## src/design/irq_sig_pkg.sv

```systemverilog
package irq_sig_pkg;

    // -----------------------------------------------------------------
    // Clock and timing
    // -----------------------------------------------------------------
    localparam int CLK_MHZ                 = 50;
    localparam int IRQ_PULSE_WIDTH_US      = 100;
    localparam int IRQ_MIN_GAP_US          = 100;
    localparam int CFG_SELECT_FILTER_US    = 7;
    localparam int PULSE_CYC               = IRQ_PULSE_WIDTH_US * CLK_MHZ;
    localparam int GAP_CYC                 = IRQ_MIN_GAP_US * CLK_MHZ;
    localparam int CFG_FILT_CYC            = CFG_SELECT_FILTER_US * CLK_MHZ;
    localparam int CNT_W                   = 13;

    // -----------------------------------------------------------------
    // Field widths and reset values
    // -----------------------------------------------------------------
    localparam int WAKE_W                  = 8;
    localparam int FAIL_W                  = 16;
    localparam logic RST_CLASS_GLOBAL      = 1'b0;

    // -----------------------------------------------------------------
    // Operating modes
    // -----------------------------------------------------------------
    typedef enum logic [2:0] {
        MODE_INIT     = 3'h0,
        MODE_NORMAL   = 3'h1,
        MODE_STOP     = 3'h2,
        MODE_SLEEP    = 3'h3,
        MODE_RESTART  = 3'h4,
        MODE_FAILSAFE = 3'h5
    } op_mode_e;

    typedef enum logic [1:0] {
        ST_IDLE  = 2'h0,
        ST_PULSE = 2'h1,
        ST_GAP   = 2'h2
    } irq_st_e;

endpackage : irq_sig_pkg

```

## src/design/irq_signal.sv

```systemverilog
// How it works
// - In Normal and Stop mode an interrupt drives the output low for the pulse width, then drives it high again.
// - The output stays high at least the minimum gap between two pulses.
// - Interrupt pulses never change the operating mode; mode is an input only.
// - Class select 0 (reset) gives wake-only interrupts, 1 adds failures.
// - A newly set wake status bit interrupts only if its wake source is enabled; the Stop entry check ignores the enables.
// - The bus timeout flag counts as a wake source governed only by its own mask.
// - In global class every enabled failure flag interrupts; wake level status never does.
// - Undervoltage, watchdog fail, supply short, thermal shutdown and failure flags selected by i_fail_fatal_sel never interrupt.
// - Power-on flag and device status bits never interrupt.
// - Entering Stop mode with any wake status bit set issues a pulse.
// - Visible status snapshots are updated at each falling edge of the pulse.
// - Latched events stay set until the controller clears them.
// - In Init mode the pin is an input for configuration select, filtered for 7 us.
`timescale 1ns/1ps
`default_nettype none
module irq_signal
    import irq_sig_pkg::*;
(
    input  wire logic              i_clk,
    input  wire logic              i_sys_rst,
    input  wire logic [2:0]        i_mode,
    input  wire logic              i_class_global,
    input  wire logic [WAKE_W-1:0] i_wake_status_a,
    input  wire logic [WAKE_W-1:0] i_wake_status_b,
    input  wire logic [WAKE_W-1:0] i_wake_en_a,
    input  wire logic [WAKE_W-1:0] i_wake_en_b,
    input  wire logic              i_bus_timeout_flag,
    input  wire logic              i_bus_timeout_irq_mask,
    input  wire logic [FAIL_W-1:0] i_fail_status,
    input  wire logic [FAIL_W-1:0] i_fail_fatal_sel,
    input  wire logic              i_irq_pin_in,
    output logic                   o_irq_pin_out,
    output logic                   o_irq_pin_oe_n,
    output logic                   o_cfg_select,
    output logic                   o_status_update,
    output logic [WAKE_W-1:0]      o_wake_status_a_vis,
    output logic [WAKE_W-1:0]      o_wake_status_b_vis,
    output logic                   o_bus_timeout_vis,
    output logic [FAIL_W-1:0]      o_fail_status_vis
);
    irq_st_e          st_r;
    logic [CNT_W-1:0] cnt_r;
    logic             pend_r;
    logic [2:0]       mode_r;
    logic [WAKE_W-1:0] wa_r;
    logic [WAKE_W-1:0] wb_r;
    logic             to_r;
    logic [FAIL_W-1:0] fl_r;
    logic             active;
    logic             init_mode;
    logic             rise;
    logic             stop_entry;
    logic             fire;
    logic [FAIL_W-1:0] fail_ok;

    assign active    = (i_mode == MODE_NORMAL) || (i_mode == MODE_STOP);
    assign init_mode = (i_mode == MODE_INIT);
    // Fatal flags, power-on and device status are kept off the fail vector by the mask
    assign fail_ok   = i_fail_status & ~i_fail_fatal_sel;

    // -----------------------------------------------------------------
    // Event detection
    // -----------------------------------------------------------------
    always_comb begin
        rise = |(i_wake_status_a & i_wake_en_a & ~wa_r)
             | |(i_wake_status_b & i_wake_en_b & ~wb_r)
             | (i_bus_timeout_flag & ~i_bus_timeout_irq_mask & ~to_r)
             | (i_class_global & |(fail_ok & ~fl_r));
    end
    assign stop_entry = (i_mode == MODE_STOP) && (mode_r != MODE_STOP)
                        && (|i_wake_status_a || |i_wake_status_b);

    always_ff @(posedge i_clk or posedge i_sys_rst) begin
        if (i_sys_rst) begin
            wa_r   <= '0;
            wb_r   <= '0;
            to_r   <= 1'b0;
            fl_r   <= '0;
            mode_r <= MODE_INIT;
        end else begin
            wa_r   <= i_wake_status_a & i_wake_en_a;
            wb_r   <= i_wake_status_b & i_wake_en_b;
            to_r   <= i_bus_timeout_flag & ~i_bus_timeout_irq_mask;
            fl_r   <= fail_ok;
            mode_r <= i_mode;
        end
    end

    // -----------------------------------------------------------------
    // Pending request, set wins over consume
    // -----------------------------------------------------------------
    assign fire = (st_r == ST_IDLE) && active && (pend_r || rise || stop_entry);

    always_ff @(posedge i_clk or posedge i_sys_rst) begin
        if (i_sys_rst) begin
            pend_r <= 1'b0;
        end else if (!active) begin
            pend_r <= 1'b0;
        end else if (st_r != ST_IDLE && (rise || stop_entry)) begin
            pend_r <= 1'b1;
        end else if (fire) begin
            pend_r <= 1'b0;
        end
    end

    // -----------------------------------------------------------------
    // Pulse and gap sequencer
    // -----------------------------------------------------------------
    always_ff @(posedge i_clk or posedge i_sys_rst) begin
        if (i_sys_rst) begin
            st_r  <= ST_IDLE;
            cnt_r <= '0;
        end else begin
            case (st_r)
                ST_IDLE: begin
                    cnt_r <= '0;
                    if (fire) begin
                        st_r <= ST_PULSE;
                    end
                end
                ST_PULSE: begin
                    if (cnt_r == CNT_W'(PULSE_CYC - 1)) begin
                        cnt_r <= '0;
                        st_r  <= ST_GAP;
                    end else begin
                        cnt_r <= cnt_r + 1'b1;
                    end
                end
                ST_GAP: begin
                    if (cnt_r == CNT_W'(GAP_CYC - 1)) begin
                        cnt_r <= '0;
                        st_r  <= ST_IDLE;
                    end else begin
                        cnt_r <= cnt_r + 1'b1;
                    end
                end
                default: begin
                    st_r  <= ST_IDLE;
                    cnt_r <= '0;
                end
            endcase
        end
    end

    // Pin driven low during pulse, high otherwise; released in Init mode
    always_ff @(posedge i_clk or posedge i_sys_rst) begin
        if (i_sys_rst) begin
            o_irq_pin_out  <= 1'b1;
            o_irq_pin_oe_n <= 1'b1;
        end else begin
            o_irq_pin_out  <= !fire && !(st_r == ST_PULSE && cnt_r != CNT_W'(PULSE_CYC - 1));
            o_irq_pin_oe_n <= init_mode;
        end
    end

    // -----------------------------------------------------------------
    // Visible status snapshot at the falling edge
    // -----------------------------------------------------------------
    always_ff @(posedge i_clk or posedge i_sys_rst) begin
        if (i_sys_rst) begin
            o_status_update     <= 1'b0;
            o_wake_status_a_vis <= '0;
            o_wake_status_b_vis <= '0;
            o_bus_timeout_vis   <= 1'b0;
            o_fail_status_vis   <= '0;
        end else begin
            o_status_update <= fire;
            if (fire) begin
                o_wake_status_a_vis <= i_wake_status_a;
                o_wake_status_b_vis <= i_wake_status_b;
                o_bus_timeout_vis   <= i_bus_timeout_flag;
                o_fail_status_vis   <= i_fail_status;
            end
        end
    end

    irq_cfg_filter u_cfg_filter (
        .i_clk     (i_clk),
        .i_sys_rst (i_sys_rst),
        .i_raw     (i_irq_pin_in),
        .i_en      (init_mode),
        .o_level   (o_cfg_select)
    );

    // -----------------------------------------------------------------
    // Checks
    // -----------------------------------------------------------------
    pulse_width_a: assert property (@(posedge i_clk) disable iff (i_sys_rst)
        $fell(o_irq_pin_out) |-> !o_irq_pin_out [*8])
        else $error("irq pulse shorter than expected");
    // Counts consecutive low cycles of the pin, saturating
    logic [CNT_W-1:0] low_cnt_r;

    always_ff @(posedge i_clk or posedge i_sys_rst) begin
        if (i_sys_rst) begin
            low_cnt_r <= '0;
        end else if (o_irq_pin_out) begin
            low_cnt_r <= '0;
        end else if (low_cnt_r != '1) begin
            low_cnt_r <= low_cnt_r + 1'b1;
        end
    end

    pulse_end_a: assert property (@(posedge i_clk) disable iff (i_sys_rst)
        !o_irq_pin_out |-> (low_cnt_r < CNT_W'(PULSE_CYC)))
        else $error("irq pulse did not end");
    gap_hold_a: assert property (@(posedge i_clk) disable iff (i_sys_rst)
        (st_r == ST_GAP) |-> o_irq_pin_out)
        else $error("irq low during gap");
    idle_mode_a: assert property (@(posedge i_clk) disable iff (i_sys_rst)
        !active |-> !fire)
        else $error("irq fired outside normal or stop");
    stop_entry_a: assert property (@(posedge i_clk) disable iff (i_sys_rst)
        stop_entry |-> ##1 (st_r == ST_PULSE || pend_r))
        else $error("stop entry lost interrupt");
    pend_keep_a: assert property (@(posedge i_clk) disable iff (i_sys_rst)
        (pend_r && active && st_r != ST_IDLE) |=> pend_r)
        else $error("pending request dropped");
    snap_edge_a: assert property (@(posedge i_clk) disable iff (i_sys_rst)
        $fell(o_irq_pin_out) |-> o_status_update)
        else $error("status not updated at falling edge");
    init_release_a: assert property (@(posedge i_clk) disable iff (i_sys_rst)
        init_mode |=> o_irq_pin_oe_n)
        else $error("pin driven in init mode");
    wake_class_a: assert property (@(posedge i_clk) disable iff (i_sys_rst)
        (!i_class_global && st_r == ST_IDLE && active && !pend_r && !stop_entry
         && i_wake_status_a == wa_r && i_wake_status_b == wb_r && !(i_bus_timeout_flag && !to_r))
        |-> !fire)
        else $error("failure raised irq in wake class");
endmodule : irq_signal
`default_nettype wire

```

## src/design/irq_cfg_filter.sv

```systemverilog
`timescale 1ns/1ps
`default_nettype none
module irq_cfg_filter
    import irq_sig_pkg::*;
(
    input  wire logic i_clk,
    input  wire logic i_sys_rst,
    input  wire logic i_raw,
    input  wire logic i_en,
    output logic      o_level
);
    logic             s1_r;
    logic             s2_r;
    logic [CNT_W-1:0] cnt_r;

    always_ff @(posedge i_clk or posedge i_sys_rst) begin
        if (i_sys_rst) begin
            s1_r <= 1'b0;
            s2_r <= 1'b0;
        end else begin
            s1_r <= i_raw;
            s2_r <= s1_r;
        end
    end

    // Level is taken only after standing stable for the filter time
    always_ff @(posedge i_clk or posedge i_sys_rst) begin
        if (i_sys_rst) begin
            cnt_r   <= '0;
            o_level <= 1'b0;
        end else if (!i_en || s2_r == o_level) begin
            cnt_r <= '0;
        end else if (cnt_r == CNT_W'(CFG_FILT_CYC - 1)) begin
            cnt_r   <= '0;
            o_level <= s2_r;
        end else begin
            cnt_r <= cnt_r + 1'b1;
        end
    end
endmodule : irq_cfg_filter
`default_nettype wire

```

## config.mk

```make
export PLATFORM = sky130hd
export DESIGN_NAME = irq_signal
export DESIGN_NICKNAME = d
export VERILOG_FILES = /design/src/design/irq_sig_pkg.sv /design/src/design/irq_signal.sv /design/src/design/irq_cfg_filter.sv
export SDC_FILE = /design/constraint.sdc
export NUM_CORES = 1
export LEC_CHECK = 0
export BUFFER_PORTS_ARGS = -buffer_cell sky130_fd_sc_hd__buf_2
export CAP_MARGIN = 15
export CORE_MARGIN = 1
export CORE_UTILIZATION = 30
export CTS_CLUSTER_SIZE = 16
export DETAILED_ROUTE_END_ITERATION = 8
export GPL_ROUTABILITY_DRIVEN = 0
export GPL_TIMING_DRIVEN = 0
export PLACE_DENSITY_LB_ADDON = 0.3
export SLEW_MARGIN = 20
export SYNTH_ARGS = -nofsm -noshare
export SYNTH_HDL_FRONTEND = slang
export SYNTH_HIERARCHICAL = 1
export SYNTH_SLANG_ARGS = --single-unit
```

## constraint.sdc

```tcl
create_clock -name i_clk -period 2.7 [get_ports i_clk]
set_clock_uncertainty 0.2 [all_clocks]
set_input_delay 0.27 -clock i_clk [delete_from_list [all_inputs] [get_ports i_clk]]
set_output_delay 0.27 -clock i_clk [all_outputs]
set_load 0.05 [all_outputs]
```

==> metrics.md <==
| Metric | Value |
|---|---|
| Reg2reg start | `cnt_r[0]` |
| Post-synth top flop | `dfrtp_1` |
| Leakage | `0.00341 uW` |
| Final hold vios | `0` |
| Final wirelength | `10.6 mm` |
| Skew-Pair Late Insertion Delay | `0.34 ns` |
| H-Tree Depth | `3` |
| Pin count of the biggest net entering global routing | `30` |
| WL/cell | `13.7 um` |
| Area share of the largest cell type after synthesis | `56.8%` |
| Remaining DRCs | `0` |
| PortBufs | `109` |
| Core ar. | `14,600 sq um` |
| Final HPWL DP | `7.17 mm` |
| Critical path launch point type | `input pin` |
| Crit path max fanout | `10` |
| DR iter-0 viols | `96` |
| Top post-synthesis cells by area | `dfrtp_1, mux2_4, nor2_1` |
| Share of cells above drive strength 1 | `32.1%` |
| Area growth from synthesis to layout | `50.4%` |
| Synthesized area | `4500 sq um` |
| Post-synth EDFFs | `0` |
| Cell-internal power | `2790 uW` |
| Worst Hold End | `wa_r[5]` |
| Switching pwr | `696 uW` |
| Clock share of power | `45.4%` |
| Die ar. | `15,500 sq um` |
| Vias in the first global route | `3,733` |
| Critical path data arrival time | `2.62 ns` |
| GR Overflow Total | `0` |
| FILL cells | `1,293` |
| Root Buffer | `clkbuf_16` |
| WHS | `0.0165 ns` |
| Tot Pwr | `3490 uW` |
| HP Class | `in2reg` |
| CTS tree | `done` |
| Row count | `44` |
| Nets | `663` |
| Fraction of registers with async set/reset | `100%` |
| Max-slew violation count | `0` |
| Area leader, netlist | `dfrtp_1` |
| Reg-to-Reg End | `st_r[1]` |
| Routed Antenna Nets | `0` |
| Most numerous cell in the Yosys netlist | `dfrtp_1` |
| All-Layer GR Usage | `14.6%` |
| Pwr/cell area | `516 nW/um^2` |
| Switching share of power | `20.0%` |
| Max Fclk | `386 MHz` |
| Syn Nets | `440` |
| Seq/Total Area, Yosys | `57.9%` |
| TritonRoute pass-1 iters | `4` |
| Worst slew margin | `61.3%` |
| Setup CP Type | `in2reg` |
| First-pass GRT wire length | `18.0 mm` |
| Clk pin slew, worst setup/hold paths | `0.07 ns` |
| Setup crit end kind | `register` |
| Max cap viols | `0` |
| Gate power share | `8.8%` |
| CTS sink cnt | `104` |
| Worst-margin pin slew | `0.580 ns` |
| Total number of vias | `3,462` |
| Fin crit period | `2.59 ns` |
| Synth Instances | `360` |
| Post-synthesis cell type count | `39` |
| Unrepaired setup endpoints after global routing | `no` |
| #FFs+latches synth | `104` |
| Ports | `110` |
| Synth cell count leaders | `dfrtp_1, nor2_1, inv_1, mux2_4, nand2_1` |
| CP required | `2.72 ns` |
| Clock buffer depth | `2` |
| Syn. warnings | `6` |
| Peak VDD IR | `0.000400 V` |
| Final Cycle Share | `96.1%` |
| Initial Util | `30.8%` |
| Die X | `124 um` |
| Final setup fails | `0` |
| Seq pwr share | `45.8%` |
| Initial antenna violation count | `0` |
| ANT cells | `0` |
| FF-to-FF setup slack | `0.39 ns` |
| WHS Path Cells | `3` |
| Hold path start | `i_wake_status_a[5]` |
| Status | `finished, final reports clean` |
| Die Height | `124 um` |
| DR vias/cell | `4.48` |
| Syn_area_per_cell | `12.5 sq um` |
| Reg2reg path depth | `7` |
| Clock buffer count from CTS | `9` |
==> layout make-up <==
cell class              count  area (sq um)  share of cell area, %
clock inverters             5           128                   1.89
multi-input cells         222          1760                   26.0
repair buffers            212          1610                   23.8
inverters                  28           109                   1.61
well taps                 184           230                   3.41
flip-flops and latches    104          2610                   38.5
clock buffers              11           243                   3.59
plain buffers               6          80.1                   1.18
==> power groups by stage <==
stage | sequential [uW] | clock [uW] | combinational [uW]
2_1_floorplan | 1630 | 0 | 81.8
3_5_place_dp | 1630 | 0 | 190
5_1_grt | 1600 | 1700 | 337
6_report | 1600 | 1580 | 306
4_1_cts | 1600 | 1640 | 298
3_3_place_gp | 1630 | 0 | 174
==> how the worst max path moves through the flow <==
| stage | startpoint | endpoint | slack (ns) | cells past startpoint |
|---|---|---|---|---|
| final | i_fail_status[8] | o_fail_status_vis[6] | 0.11 | 10 |
| after floorplan | i_fail_status[1] | o_fail_status_vis[10] | 0.51 | 7 |
| after detailed placement | i_fail_status[7] | o_fail_status_vis[9] | -0.27 | 8 |
| after global placement | i_fail_status[7] | o_fail_status_vis[13] | -0.23 | 8 |
| after CTS | i_wake_status_b[4] | o_fail_status_vis[0] | 0.01 | 10 |
| after global routing | i_wake_status_a[6] | o_wake_status_a_vis[4] | 0.005 | 10 |
==> worst max-delay path, stage by stage <==
cell and delay (ns):
dlygate4sd3_1 0.52, buf_2 0.13, nor3b_1 0.13, a2111oi_1 0.35, and4_2 0.33, nor2b_2 0.07, o211ai_4 0.19, buf_4 0.17
buf_12 0.14, mux2_4 0.30
==> routing by layer <==
metal	track usage [%]	share of wire, %
met1	17.6	44
met2	25.8	51
met4	3.40	1.1
met5	0	0
met3	3.82	4.1
==> stage by stage <==
step / std cells / setup WS [ns] / instance area, sq um / util [%] / TNS, ns
2_1_floorplan: 360 / 0.510 / 4500 / - / 0
3_3_place_gp: 653 / -0.235 / 5280 / 36.2 / -6.78
3_5_place_dp: 656 / -0.272 / 5340 / 36.6 / -7.75
4_1_cts: 771 / 0.0135 / 6700 / 45.9 / 0
5_1_grt: 772 / 0.00545 / 6760 / 46.3 / 0
6_report: 772 / 0.106 / 6760 / 46.3 / 0
==> cell families after synthesis <==
kind of cell,Yosys count,synth area share [%]
fa+ha+maj,7,1.95
compound gates,22,4.26
simple gates,134,15.9
flops,104,57.9
xor+xnor,23,4.48
buf+inv,34,4.12
mux,36,11.3
==> cell usage in the layout (no fill, tap or decap), drive strengths merged, types with 2 or more instances in the layout <==
cell type	n
a2111oi	5
and2	5
and3	7
and4	2
buf	121
bufinv	4
clkbuf	13
clkinvlp	2
dfrtp	102
dfstp	2
dlygate4sd3	95
ha	7
inv	27
mux2	35
nand2	25
nand3	9
nand4	10
nor2	32
nor2b	18
nor3	6
nor3b	12
nor4	6
nor4b	2
o21ai	3
o22ai	7
xnor2	10
xor2	13
==> sequential cells by signal, indices dropped and copies added (netlist names), 2 cells and up <==
| register | flops |
|---|---|
| fl_r | 16 |
| cnt_r | 13 |
| mode_r | 3 |
| u_cfg_filter/cnt_r | 13 |
| o_wake_status_a_vis | 8 |
| wa_r | 8 |
| o_wake_status_b_vis | 8 |
| o_fail_status_vis | 16 |
| st_r | 2 |
| wb_r | 8 |
==> what timing repair did <==
action,CTS,global route
buffers inserted,4,1
endpoints found under the hold margin,120,0
pin swaps,1,4
hold buffers,95,0
gates cloned,0,0
endpoints found under the setup margin,28,34
resized for setup,2,10
No activity file was read; power rests on OpenSTA's default activity.
